==> config.mk <==
export PLATFORM = sky130hd
export DESIGN_NAME = sb_status_core
export DESIGN_NICKNAME = d
export VERILOG_FILES = /design/src/design/sb_line_sync.v /design/src/design/sb_irq_regs.v /design/src/design/sb_status_core.v
export VERILOG_INCLUDE_DIRS = /design/src /design/src/design
export SDC_FILE = /design/constraint.sdc
export NUM_CORES = 1
export LEC_CHECK = 0
export BUFFER_PORTS_ARGS = -buffer_cell sky130_fd_sc_hd__buf_2
export CAP_MARGIN = 20
export CORE_AREA = 2 2 114 116
export DETAILED_ROUTE_END_ITERATION = 7
export DIE_AREA = 0 0 116 118
export GPL_ROUTABILITY_DRIVEN = 0
export PLACE_DENSITY = 0.75
export SKIP_LAST_GASP = 1
export SLEW_MARGIN = 25
export SYNTH_ARGS = -nofsm -noshare
export SYNTH_HDL_FRONTEND = slang
export SYNTH_SLANG_ARGS = --single-unit
==> constraint.sdc <==
create_clock -name i_sys_clk -period 4.7 [get_ports i_sys_clk]
set_input_delay 0.47 -clock i_sys_clk [delete_from_list [all_inputs] [get_ports i_sys_clk]]
set_output_delay 0.47 -clock i_sys_clk [all_outputs]
set_load 0.01 [all_outputs]
==> src/design/sb_status_defs.vh <==
// Offsets, field positions, reset values and timing of the serial bus block
`ifndef SB_STATUS_DEFS_VH
`define SB_STATUS_DEFS_VH

// Register byte offsets on the plain register port
`define SB_OFF_CTRL 8'h00
`define SB_OFF_STATUS 8'h04
`define SB_OFF_TX 8'h08
`define SB_OFF_RX 8'h0C
`define SB_OFF_OWN_ADDR 8'h10
`define SB_OFF_IRQ_STAT 8'h14
`define SB_OFF_IRQ_MASK 8'h18

// Control register fields
`define SB_CTRL_ON 0
`define SB_CTRL_AUTO_STOP 1
`define SB_CTRL_GC_EN 2
`define SB_CTRL_TEN_BIT 3

// Status register fields
`define SB_ST_ACK 15
`define SB_ST_TRS 14
`define SB_ST_BCL 10
`define SB_ST_GC 9
`define SB_ST_TEN 8
`define SB_ST_WRITE_COLLISION_FLAG 7
`define SB_ST_OV 6
`define SB_ST_DA 5
`define SB_ST_STOP 4
`define SB_ST_START 3
`define SB_ST_RW 2
`define SB_ST_RBF 1
`define SB_ST_TBF 0

// Interrupt event bit positions
`define SB_EV_ACK_DONE 0
`define SB_EV_COLLISION 1
`define SB_EV_OVERFLOW 2
`define SB_EV_WR_COLL 3
`define SB_EV_STOP 4
`define SB_EV_RX_BYTE 5

// Reset values
`define SB_CTRL_RST 4'h0
`define SB_OWN_ADDR_RST 10'h000
`define SB_STATUS_RST 16'h0000

// Timing: master clock half period and system clock period
`define SB_SCL_HALF_NS 5000
`define SB_CLK_PERIOD_NS 10
`define SB_SCL_HALF_CYC \
	((`SB_SCL_HALF_NS + `SB_CLK_PERIOD_NS - 1) / `SB_CLK_PERIOD_NS)

`endif

==> src/design/sb_line_sync.v <==
// Two-stage synchroniser and edge finder for the bus lines
`timescale 1ns/1ps
module sb_line_sync #(
	parameter W = 2
) (
	// Clock and reset
	input wire i_sys_clk,
	input wire i_reset_n,
	// Raw pins and their synchronised forms
	input wire [W-1:0] i_pin,
	output wire [W-1:0] o_level,
	output wire [W-1:0] o_rise,
	output wire [W-1:0] o_fall
);
	genvar g;
	generate
		for (g = 0; g < W; g = g + 1) begin : line
			reg meta_q; // First stage, read only by stage two
			reg sync_q; // Safe level
			reg prev_q; // Level one cycle older, for edges
			// Lines idle high, so reset to one avoids false edges
			always @(posedge i_sys_clk or negedge i_reset_n) begin
				if (!i_reset_n) begin
					meta_q <= 1'b1;
					sync_q <= 1'b1;
					prev_q <= 1'b1;
				end else begin
					meta_q <= i_pin[g];
					sync_q <= meta_q;
					prev_q <= sync_q;
				end
			end
			assign o_level[g] = sync_q;
			assign o_rise[g] = sync_q & ~prev_q;
			assign o_fall[g] = ~sync_q & prev_q;
		end
	endgenerate
endmodule

==> src/design/sb_irq_regs.v <==
// Sticky event status, mask and level interrupt output
`timescale 1ns/1ps
module sb_irq_regs #(
	parameter N = 6
) (
	// Clock and reset
	input wire i_sys_clk,
	input wire i_reset_n,
	// Events and software writes
	input wire [N-1:0] i_event,
	input wire i_wr_stat,
	input wire i_wr_mask,
	input wire [N-1:0] i_wdata,
	// State and interrupt
	output wire [N-1:0] o_status,
	output wire [N-1:0] o_mask,
	output wire o_irq
);
	reg [N-1:0] stat_q; // Sticky event bits
	reg [N-1:0] mask_q; // One enables the bit onto the interrupt
	genvar g;
	generate
		for (g = 0; g < N; g = g + 1) begin : ev
			// Write one clears; a same-cycle event still sets
			always @(posedge i_sys_clk or negedge i_reset_n) begin
				if (!i_reset_n) begin
					stat_q[g] <= 1'b0;
				end else if (i_event[g]) begin
					stat_q[g] <= 1'b1;
				end else if (i_wr_stat && i_wdata[g]) begin
					stat_q[g] <= 1'b0;
				end
			end
		end
	endgenerate
	// Mask register
	always @(posedge i_sys_clk or negedge i_reset_n) begin
		if (!i_reset_n) begin
			mask_q <= {N{1'b0}};
		end else if (i_wr_mask) begin
			mask_q <= i_wdata;
		end
	end
	assign o_status = stat_q;
	assign o_mask = mask_q;
	assign o_irq = |(stat_q & mask_q);
endmodule

==> src/design/sb_status_core.v <==
// Serial bus controller with its status flag logic and register port
//
// Summary of operation
// - Ack flag updated after each slave ack slot
// - Transmit flag spans start through ack
// - Collision flag clears only by off/on cycle
// - General call flag set on match, stop clears
// - Ten-bit flag set on second byte, stop clears
// - Busy transmit write dropped, write collision flag set
// - Receive into full buffer sets overflow flag
// - Data/address flag: address clears, data sets
// - Unused status bits zero, flags reset zero
`timescale 1ns/1ps
`include "sb_status_defs.vh"
module sb_status_core #(
	parameter [15:0] HALF_CYCLES = `SB_SCL_HALF_CYC
) (
	// Clock and reset
	input wire i_sys_clk,
	input wire i_reset_n,
	// Register port
	input wire [7:0] i_addr,
	input wire [31:0] i_wdata,
	input wire i_wr,
	input wire i_rd,
	output wire [31:0] o_rdata,
	// Two-wire bus clock line
	input wire i_scl,
	output wire o_scl,
	output wire o_scl_oe,
	// Two-wire bus data line
	input wire i_sda,
	output wire o_sda,
	output wire o_sda_oe,
	// Interrupt
	output wire o_irq
);
	// Master states
	localparam [6:0] M_IDLE = 7'h01;
	localparam [6:0] M_START = 7'h02;
	localparam [6:0] M_LOW = 7'h04;
	localparam [6:0] M_HIGH = 7'h08;
	localparam [6:0] M_HOLD = 7'h10;
	localparam [6:0] M_STOPL = 7'h20;
	localparam [6:0] M_STOPH = 7'h40;
	// Slave states
	localparam [4:0] S_IDLE = 5'h01;
	localparam [4:0] S_SHIFT = 5'h02;
	localparam [4:0] S_ACKSET = 5'h04;
	localparam [4:0] S_ACKEND = 5'h08;
	localparam [4:0] S_WAIT = 5'h10;
	// Kind of the byte being received
	localparam [1:0] K_ADDR1 = 2'h0;
	localparam [1:0] K_ADDR2 = 2'h1;
	localparam [1:0] K_DATA = 2'h2;
	localparam [15:0] HALF_M1 = HALF_CYCLES - 16'h0001;
	localparam [3:0] LAST_BIT = 4'h7; // Last data bit index
	localparam [3:0] ACK_BIT = 4'h8; // Acknowledge slot index

	// Synchronised lines, bit 1 is clock and bit 0 is data
	wire [1:0] line_lvl;
	wire [1:0] line_rise;
	wire [1:0] line_fall;
	wire scl_s = line_lvl[1];
	wire sda_s = line_lvl[0];
	wire scl_rise = line_rise[1];
	wire scl_fall = line_fall[1];
	// Start and stop seen while the clock line is high
	wire start_det = scl_s & line_fall[0];
	wire stop_det = scl_s & line_rise[0];

	sb_line_sync #(
		.W(2)
	) u_sync (
		.i_sys_clk(i_sys_clk),
		.i_reset_n(i_reset_n),
		.i_pin({i_scl, i_sda}),
		.o_level(line_lvl),
		.o_rise(line_rise),
		.o_fall(line_fall)
	);

	// Software registers
	reg [3:0] ctrl_q; // On, auto stop, general call enable, ten-bit
	reg [9:0] own_q; // Own slave address
	reg [7:0] txd_q; // Transmit holding register
	reg [7:0] rcv_q; // Receive buffer register
	reg [31:0] rdata_q; // Read data, valid one cycle after strobe
	wire on = ctrl_q[`SB_CTRL_ON];
	wire auto_stop = ctrl_q[`SB_CTRL_AUTO_STOP];
	wire gc_en = ctrl_q[`SB_CTRL_GC_EN];
	wire ten_mode = ctrl_q[`SB_CTRL_TEN_BIT];

	// Status flags
	reg ack_q; // One: no acknowledge from slave
	reg trs_q; // Master transmit in progress
	reg bcl_q; // Bus collision
	reg gc_q; // General call received
	reg ten_q; // Ten-bit address matched
	reg write_collision_flag_q; // Transmit write refused
	reg ov_q; // Receive overflow
	reg da_q; // Last byte was data
	reg p_q; // Stop seen last
	reg s_q; // Start seen last
	reg rw_q; // Direction from the address byte
	reg rbf_q; // Receive buffer full
	reg tbf_q; // Transmit buffer full

	// Master datapath
	reg [6:0] m_state_q;
	reg [15:0] hc_q; // Half period counter
	reg [3:0] bit_q; // Bit index, eight is the ack slot
	reg [7:0] msh_q; // Outgoing byte, msb first
	wire tick = (hc_q == HALF_M1);

	// Slave datapath
	reg [4:0] s_state_q;
	reg [7:0] ssh_q; // Incoming shift register
	reg [2:0] scnt_q; // Bits received in this byte
	reg [1:0] kind_q;
	reg ack_pend_q; // Acknowledge to give in the coming slot
	reg ack_drv_q; // Slave pulls the data line low
	reg read_q; // Addressed for read, data not served

	// Register port decode
	wire wr_ctrl = i_wr & (i_addr == `SB_OFF_CTRL);
	wire wr_stat = i_wr & (i_addr == `SB_OFF_STATUS);
	wire wr_tx = i_wr & (i_addr == `SB_OFF_TX);
	wire wr_own = i_wr & (i_addr == `SB_OFF_OWN_ADDR);
	wire wr_ist = i_wr & (i_addr == `SB_OFF_IRQ_STAT);
	wire wr_imask = i_wr & (i_addr == `SB_OFF_IRQ_MASK);
	wire rd_rx = i_rd & (i_addr == `SB_OFF_RX);

	// Busy covers a queued byte and every phase but idle and hold
	wire m_busy = tbf_q | ~((m_state_q == M_IDLE) | (m_state_q == M_HOLD));
	wire tx_accept = wr_tx & on & ~m_busy;
	wire tx_reject = wr_tx & on & m_busy;

	// Collision: we released data for a one but the line is low
	wire coll = (m_state_q == M_HIGH) & tick & (bit_q < ACK_BIT) &
		msh_q[7] & ~sda_s;
	wire ack_done = (m_state_q == M_HIGH) & tick & (bit_q == ACK_BIT);

	// Slave byte evaluation, using the bit arriving on this edge
	wire [7:0] byte_now = {ssh_q[6:0], sda_s};
	wire byte_done = (s_state_q == S_SHIFT) & scl_rise & (scnt_q == 3'h7);
	wire gc_hit = (kind_q == K_ADDR1) & gc_en & (byte_now == 8'h00);
	wire ten_hi = (kind_q == K_ADDR1) & ten_mode &
		(byte_now[7:3] == 5'b11110) & (byte_now[2:1] == own_q[9:8]) &
		~byte_now[0];
	wire seven_hit = (kind_q == K_ADDR1) & ~ten_mode & ~gc_hit &
		(byte_now[7:1] == own_q[6:0]);
	wire ten_lo = (kind_q == K_ADDR2) & (byte_now == own_q[7:0]);
	wire data_byte = (kind_q == K_DATA);
	wire addr_match = gc_hit | seven_hit | ten_lo;
	wire ack_now = addr_match | ten_hi | (data_byte & ~rbf_q);
	wire ov_event = byte_done & data_byte & rbf_q;
	wire rx_store = byte_done & data_byte & ~rbf_q;

	// Control and address registers
	always @(posedge i_sys_clk or negedge i_reset_n) begin
		if (!i_reset_n) begin
			ctrl_q <= `SB_CTRL_RST;
			own_q <= `SB_OWN_ADDR_RST;
		end else begin
			if (wr_ctrl) begin
				ctrl_q <= i_wdata[3:0];
			end
			if (wr_own) begin
				own_q <= i_wdata[9:0];
			end
		end
	end

	// Half period counter, stopped while the master waits
	always @(posedge i_sys_clk or negedge i_reset_n) begin
		if (!i_reset_n) begin
			hc_q <= 16'h0000;
		end else if ((m_state_q == M_IDLE) || (m_state_q == M_HOLD) ||
			tick) begin
			hc_q <= 16'h0000;
		end else begin
			hc_q <= hc_q + 16'h0001;
		end
	end

	// Master transmit sequencer
	always @(posedge i_sys_clk or negedge i_reset_n) begin
		if (!i_reset_n) begin
			m_state_q <= M_IDLE;
			bit_q <= 4'h0;
			msh_q <= 8'h00;
		end else if (!on) begin
			// Turning the module off abandons any transfer
			m_state_q <= M_IDLE;
		end else begin
			case (m_state_q)
				M_IDLE: begin
					if (tx_accept) begin
						m_state_q <= M_START;
						bit_q <= 4'h0;
						msh_q <= i_wdata[7:0];
					end
				end
				M_START: begin
					if (tick) begin
						m_state_q <= M_LOW;
					end
				end
				M_LOW: begin
					if (tick) begin
						m_state_q <= M_HIGH;
					end
				end
				M_HIGH: begin
					if (coll) begin
						// Lose arbitration: release both lines at once
						m_state_q <= M_IDLE;
					end else if (tick && bit_q == ACK_BIT) begin
						m_state_q <= auto_stop ? M_STOPL : M_HOLD;
					end else if (tick) begin
						bit_q <= bit_q + 4'h1;
						msh_q <= {msh_q[6:0], 1'b0};
						m_state_q <= M_LOW;
					end
				end
				M_HOLD: begin
					// Clock held low until software gives the next byte
					if (tx_accept) begin
						m_state_q <= M_LOW;
						bit_q <= 4'h0;
						msh_q <= i_wdata[7:0];
					end
				end
				M_STOPL: begin
					if (tick) begin
						m_state_q <= M_STOPH;
					end
				end
				M_STOPH: begin
					// Data released on return to idle makes the stop
					if (tick) begin
						m_state_q <= M_IDLE;
					end
				end
				default: begin
					m_state_q <= M_IDLE;
				end
			endcase
		end
	end

	// Slave receiver, stepped by sampled clock edges
	always @(posedge i_sys_clk or negedge i_reset_n) begin
		if (!i_reset_n) begin
			s_state_q <= S_IDLE;
			ssh_q <= 8'h00;
			scnt_q <= 3'h0;
			kind_q <= K_ADDR1;
			ack_pend_q <= 1'b0;
			ack_drv_q <= 1'b0;
			read_q <= 1'b0;
		end else if (!on || stop_det) begin
			s_state_q <= S_IDLE;
			ack_drv_q <= 1'b0;
		end else if (start_det) begin
			// Our own master transfer is not answered by our slave
			s_state_q <= (m_state_q == M_IDLE) ? S_SHIFT : S_WAIT;
			scnt_q <= 3'h0;
			kind_q <= K_ADDR1;
			ack_drv_q <= 1'b0;
			read_q <= 1'b0;
		end else begin
			case (s_state_q)
				S_IDLE: begin
					ack_drv_q <= 1'b0;
				end
				S_SHIFT: begin
					if (scl_rise) begin
						ssh_q <= byte_now;
						scnt_q <= scnt_q + 3'h1;
					end
					if (byte_done) begin
						s_state_q <= S_ACKSET;
						ack_pend_q <= ack_now;
						read_q <= seven_hit & byte_now[0];
						if (ten_hi) begin
							kind_q <= K_ADDR2;
						end else if (addr_match) begin
							kind_q <= K_DATA;
						end
					end
				end
				S_ACKSET: begin
					if (scl_fall) begin
						ack_drv_q <= ack_pend_q;
						s_state_q <= S_ACKEND;
					end
				end
				S_ACKEND: begin
					// Reads are acknowledged but not served
					if (scl_fall) begin
						ack_drv_q <= 1'b0;
						scnt_q <= 3'h0;
						s_state_q <= (ack_pend_q && !read_q) ?
							S_SHIFT : S_WAIT;
					end
				end
				S_WAIT: begin
					ack_drv_q <= 1'b0;
				end
				default: begin
					s_state_q <= S_IDLE;
				end
			endcase
		end
	end

	// Status flags; software, read and off clears come first so a same-cycle set wins
	always @(posedge i_sys_clk or negedge i_reset_n) begin
		if (!i_reset_n) begin
			{ack_q, trs_q, bcl_q, gc_q, ten_q, write_collision_flag_q, ov_q} <= 7'h00;
			{da_q, p_q, s_q, rw_q, rbf_q, tbf_q} <= 6'h00;
			txd_q <= 8'h00;
			rcv_q <= 8'h00;
		end else begin
			if (wr_stat && i_wdata[`SB_ST_WRITE_COLLISION_FLAG]) begin
				write_collision_flag_q <= 1'b0;
			end
			if (wr_stat && i_wdata[`SB_ST_OV]) begin
				ov_q <= 1'b0;
			end
			if (wr_stat && i_wdata[`SB_ST_STOP]) begin
				p_q <= 1'b0;
			end
			if (wr_stat && i_wdata[`SB_ST_START]) begin
				s_q <= 1'b0;
			end
			if (rd_rx) begin
				rbf_q <= 1'b0;
			end
			if (!on) begin
				bcl_q <= 1'b0;
				trs_q <= 1'b0;
				tbf_q <= 1'b0;
			end
			// Master side
			if (tx_accept) begin
				txd_q <= i_wdata[7:0];
				trs_q <= 1'b1;
				tbf_q <= 1'b1;
			end
			if (tx_reject) begin
				write_collision_flag_q <= 1'b1;
			end
			if ((m_state_q == M_HIGH) && tick && bit_q == LAST_BIT) begin
				tbf_q <= 1'b0;
			end
			if (ack_done) begin
				ack_q <= sda_s;
				trs_q <= 1'b0;
			end
			if (coll) begin
				bcl_q <= 1'b1;
				trs_q <= 1'b0;
				tbf_q <= 1'b0;
			end
			// Slave side
			if (byte_done && addr_match) begin
				da_q <= 1'b0;
				rw_q <= seven_hit & byte_now[0];
			end
			if (byte_done && data_byte) begin
				da_q <= 1'b1;
			end
			if (byte_done && gc_hit) begin
				gc_q <= 1'b1;
			end
			if (byte_done && ten_lo) begin
				ten_q <= 1'b1;
			end
			if (ov_event) begin
				ov_q <= 1'b1;
			end
			if (rx_store) begin
				rcv_q <= byte_now;
				rbf_q <= 1'b1;
			end
			// Bus conditions
			if (start_det) begin
				s_q <= 1'b1;
				p_q <= 1'b0;
			end
			if (stop_det) begin
				p_q <= 1'b1;
				s_q <= 1'b0;
				gc_q <= 1'b0;
				ten_q <= 1'b0;
			end
		end
	end

	// Event status, mask and interrupt line
	wire [5:0] irq_stat;
	wire [5:0] irq_mask;
	wire [5:0] events;
	assign events[`SB_EV_ACK_DONE] = ack_done;
	assign events[`SB_EV_COLLISION] = coll;
	assign events[`SB_EV_OVERFLOW] = ov_event;
	assign events[`SB_EV_WR_COLL] = tx_reject;
	assign events[`SB_EV_STOP] = stop_det;
	assign events[`SB_EV_RX_BYTE] = rx_store;

	sb_irq_regs #(
		.N(6)
	) u_irq (
		.i_sys_clk(i_sys_clk),
		.i_reset_n(i_reset_n),
		.i_event(events),
		.i_wr_stat(wr_ist),
		.i_wr_mask(wr_imask),
		.i_wdata(i_wdata[5:0]),
		.o_status(irq_stat),
		.o_mask(irq_mask),
		.o_irq(o_irq)
	);

	// Status word, unimplemented bits forced to zero
	wire [31:0] status_word = {16'h0000, ack_q, trs_q, 3'b000, bcl_q,
		gc_q, ten_q, write_collision_flag_q, ov_q, da_q, p_q, s_q, rw_q, rbf_q,
		tbf_q};

	// Read data register, zero outside the answer cycle
	always @(posedge i_sys_clk or negedge i_reset_n) begin
		if (!i_reset_n) begin
			rdata_q <= 32'h0000_0000;
		end else if (!i_rd) begin
			rdata_q <= 32'h0000_0000;
		end else begin
			case (i_addr)
				`SB_OFF_CTRL: rdata_q <= {28'h000_0000, ctrl_q};
				`SB_OFF_STATUS: rdata_q <= status_word;
				`SB_OFF_TX: rdata_q <= {24'h00_0000, txd_q};
				`SB_OFF_RX: rdata_q <= {24'h00_0000, rcv_q};
				`SB_OFF_OWN_ADDR: rdata_q <= {22'h00_0000, own_q};
				`SB_OFF_IRQ_STAT: rdata_q <= {26'h000_0000, irq_stat};
				`SB_OFF_IRQ_MASK: rdata_q <= {26'h000_0000, irq_mask};
				// Unmapped addresses answer zero
				default: rdata_q <= 32'h0000_0000;
			endcase
		end
	end
	assign o_rdata = rdata_q;

	// Open-drain pins: always drive low, enable decides
	assign o_scl = 1'b0;
	assign o_sda = 1'b0;
	assign o_scl_oe = (m_state_q == M_LOW) | (m_state_q == M_HOLD) |
		(m_state_q == M_STOPL);
	assign o_sda_oe = ack_drv_q | (m_state_q == M_START) |
		(m_state_q == M_STOPL) | (m_state_q == M_STOPH) |
		(((m_state_q == M_LOW) | (m_state_q == M_HIGH)) &
		(bit_q < ACK_BIT) & ~msh_q[7]);
endmodule

==> impl_metrics.env <==
export IMPL_whs_ps=149.3
export IMPL_overflow=0
export IMPL_crit_chain="or3_1 -> nor4_4 -> and2_1 -> a41oi_4 -> mux2_2"
export IMPL_leakage_uw=0.003440
export IMPL_finClkSkew_ps=11.69
export IMPL_synth_seq_cells=129
export IMPL_swShare=0.2156
export IMPL_grt_pass1_wl_mm=26.28
export IMPL_min_path_type="in2reg"
export IMPL_cp_slowest_cell="and2_1"
export IMPL_drtIter0Drc=648
export IMPL_synthArstFlopShare=1.000
export IMPL_num_vias=5158
export IMPL_postRouteAntennaNets=0
export IMPL_htree_levels=4
export IMPL_p_total_uw=2666
export IMPL_routed_wl_mm=16.03
export IMPL_clockBufferDepth=2
export IMPL_area_delta_synth_final_pct=12.88
export IMPL_io_pins=83
export IMPL_worstSetupStartpointType="register"
export IMPL_setup_viol=0
export IMPL_ys_seq_area_frac=0.4865
export IMPL_crit_required_ps=5000
export IMPL_pwr_share_clk=0.528
export IMPL_antenna_cells=0
export IMPL_cts_buffers_inserted=17
export IMPL_clockRootBuffer="clkbuf_16"
export IMPL_finalNetCount=710
export IMPL_p_switching_uw=574.9
export IMPL_start_util=0.5362
export IMPL_synth_avg_cell_area_um2=10.62
export IMPL_comb_power_share=0.041
export IMPL_drv_slew=0
export IMPL_cts_resized_gates=0
export IMPL_clk_latency_ps=420
export IMPL_cts_tree="done"
export IMPL_grt_pass1_vias=5139
export IMPL_path_class="reg2reg"
export IMPL_yosysWarnings=0
export IMPL_vias_per_cell=6.111
export IMPL_cp_arrival_ps=3190
export IMPL_synthFlopType="dfrtp_1"
export IMPL_cts_hold_buf=0
export IMPL_post_route_min_period_ps=2890
export IMPL_routedWlPerCell_um=19.00
export IMPL_core_um2=12410
export IMPL_die_width_um=116
export IMPL_layout_drive_gt1_share=0.2232
export IMPL_grt_max_degree=69
export IMPL_yosys_area_top_type_share=0.4549
export IMPL_status="complete, no violations"
export IMPL_worstSetupEndpointType="register"
export IMPL_timing_fmax_ghz=0.3460
export IMPL_antenna_found_initial=0
export IMPL_synth_cell_area_um2=6656
export IMPL_portBuffers=39
export IMPL_synth_cells=627
export IMPL_finalInstanceArea_um2=7513
export IMPL_crit_path_max_incr_delay_ps=670
export IMPL_grt_usage=0.2476
export IMPL_synth_edf_count=0
export IMPL_dpl_cell_area_um2=6883
export IMPL_rows=41
export IMPL_fin_util=0.6052
export IMPL_synthDistinctLibCells=72
export IMPL_vdd_ir_drop_max_uv=273.5
export IMPL_drt_pre_antenna_iters=5
export IMPL_worstPathMaxFanout=12
export IMPL_p_seq_frac=0.431
export IMPL_rsz0062_at_grt="no"
export IMPL_cts_sinks=129
export IMPL_die_area_um2=13690
export IMPL_fin_crit_sh=0.6149
export IMPL_synth_area_top_cells="dfrtp_1 (45%), mux2_2 (8.8%), nand2_1 (3.3%), dfstp_2 (3.2%), xnor2_1 (3.0%)"
export IMPL_intPower_uw=2092
export IMPL_maxCapViolations=0
export IMPL_cts_setup_buffers=0
export IMPL_slew_limit_headroom=0.3034
export IMPL_power_density_nw_per_um2=354.9
export IMPL_clkTransAtPathRegs_ps=50
export IMPL_setup_tns_ps=0
export IMPL_die_y_um=118
export IMPL_hold_violations=0
export IMPL_yosysTopAreaCell="dfrtp_1"
export IMPL_place_hpwl_mm=10.99
export IMPL_worstMarginPinSlew_ps=1036
export IMPL_drc=0
## through the flow
| stage | setup WS (ps) | std cells |
|---|---|---|
| 2_1_floorplan | 2268 | 647 |
| 3_5_place_dp | 1638 | 812 |
| 5_1_grt | 1699 | 844 |
| 6_report | 1810 | 844 |
| 4_1_cts | 1820 | 844 |
| 3_3_place_gp | 1683 | 812 |
## path summary, 6_finish.rpt
check / start / to / slack, ps / depth (start not counted)
worst max-delay path: m_state_q[5] / msh_q[5] / 1810 / 5
worst min-delay path: i_sda / u_sync.line[0].meta_q / 150 / 1
worst max register to register: m_state_q[5] / msh_q[5] / 1810 / 5
worst min register to register: u_sync.line[1].meta_q / u_sync.line[1].sync_q / 350 / 0
max in group asynchronous: i_reset_n / ssh_q[2] / 3900 / 2
min in group asynchronous: i_reset_n / m_state_q[3] / 220 / 2
## worst max-delay path, delay by kind of cell, from the launching register on
family | cells | cell delay, ps
flops | 1 | 520
simple gates | 3 | 1730
mux | 1 | 360
compound gates | 1 | 160
## area by class of cell
cell class                 count  area, um2
clock buffer                  22      474.2
clock inverter                10      156.4
fill                        1030       4901
inverter                       9      33.78
multi-input combinational    460       3176
sequential                   129       3238
tap                          172      215.2
timing repair buffer          42      220.2
## logic make-up (layout without fill, tap and decap cells)
kind of cell               after synthesis  after routing  share of synthesized area
buffers and inverters                   58             83                    0.04812
xor gates and xnor gates                40             40                    0.05263
and+or+nand+nor                        232            232                     0.1899
adders and majority gates                5              5                   0.009398
AOI/OAI and AO/OA                      107            107                     0.1205
DFF                                    129            129                     0.4865
muxes                                   55             55                    0.09248
other                                    1             21                  0.0005634
## state kept, by name, summed over array words and instances (netlist names), 2 cells and up
signal / cells
hc_q: 16
o_rdata: 13
own_q: 10
msh_q: 8
rcv_q: 8
txd_q: 8
m_state_q: 7
ssh_q: 7
u_irq.o_mask: 6
u_irq.o_status: 6
s_state_q: 5
bit_q: 4
ctrl_q: 4
scnt_q: 3
kind_q: 2
u_sync.line.meta_q: 2
u_sync.line.prev_q: 2
u_sync.line.sync_q: 2
## power by group through the flow
stage / clock, uW / combinational (uW) / sequential (uW)
final: 1410 / 108 / 1150
after global routing: 1470 / 122 / 1150
after CTS: 1420 / 109 / 1150
after detailed placement: 0 / 109 / 1170
after global placement: 0 / 106 / 1170
after floorplan: 0 / 70.7 / 1160
## placed cells by master (no fill, tap or decap), types with 14 or more instances in the layout
cell type  instances
nand3_1           18
mux2_2            52
nand2_1           59
a22oi_1           21
conb_1            21
xor2_1            17
buf_2             38
xnor2_1           23
and3_1            16
a21oi_1           14
dfrtp_1          121
clkbuf_16         17
nor2_1            47
## cell usage after synthesis, drive strengths merged (3+ instances only)
| cell type | n |
|---|---|
| mux2i | 3 |
| a21oi | 14 |
| xnor2 | 23 |
| nand3 | 18 |
| or3 | 4 |
| dfrtp | 121 |
| and2 | 5 |
| mux2 | 52 |
| nor2b | 6 |
| and3 | 16 |
| nor2 | 49 |
| a22oi | 21 |
| nor4 | 14 |
| xor2 | 17 |
| nand2 | 59 |
| o31ai | 5 |
| dfstp | 8 |
| nand3b | 4 |
| ha | 5 |
| nor3 | 14 |
| or4 | 8 |
| o2111ai | 3 |
| a21o | 10 |
| inv | 9 |
| nor3b | 5 |
| clkbuf | 21 |
| a31oi | 9 |
| a222oi | 4 |
| and4 | 6 |
| nand4 | 10 |
| nand2b | 3 |
| a22o | 5 |
| o21ai | 14 |
| buf | 28 |
## metal layers
metal  routed length (um)  vias to the layer above  GRT usage
li1                     -                     2314          -
met1                 6641                     2573     0.3206
met2                 8064                      235     0.4090
met3                  985                       36    0.05304
met4                  340                        0    0.08780
met5                    0                        -          0
(Power assumes the default switching activity.)
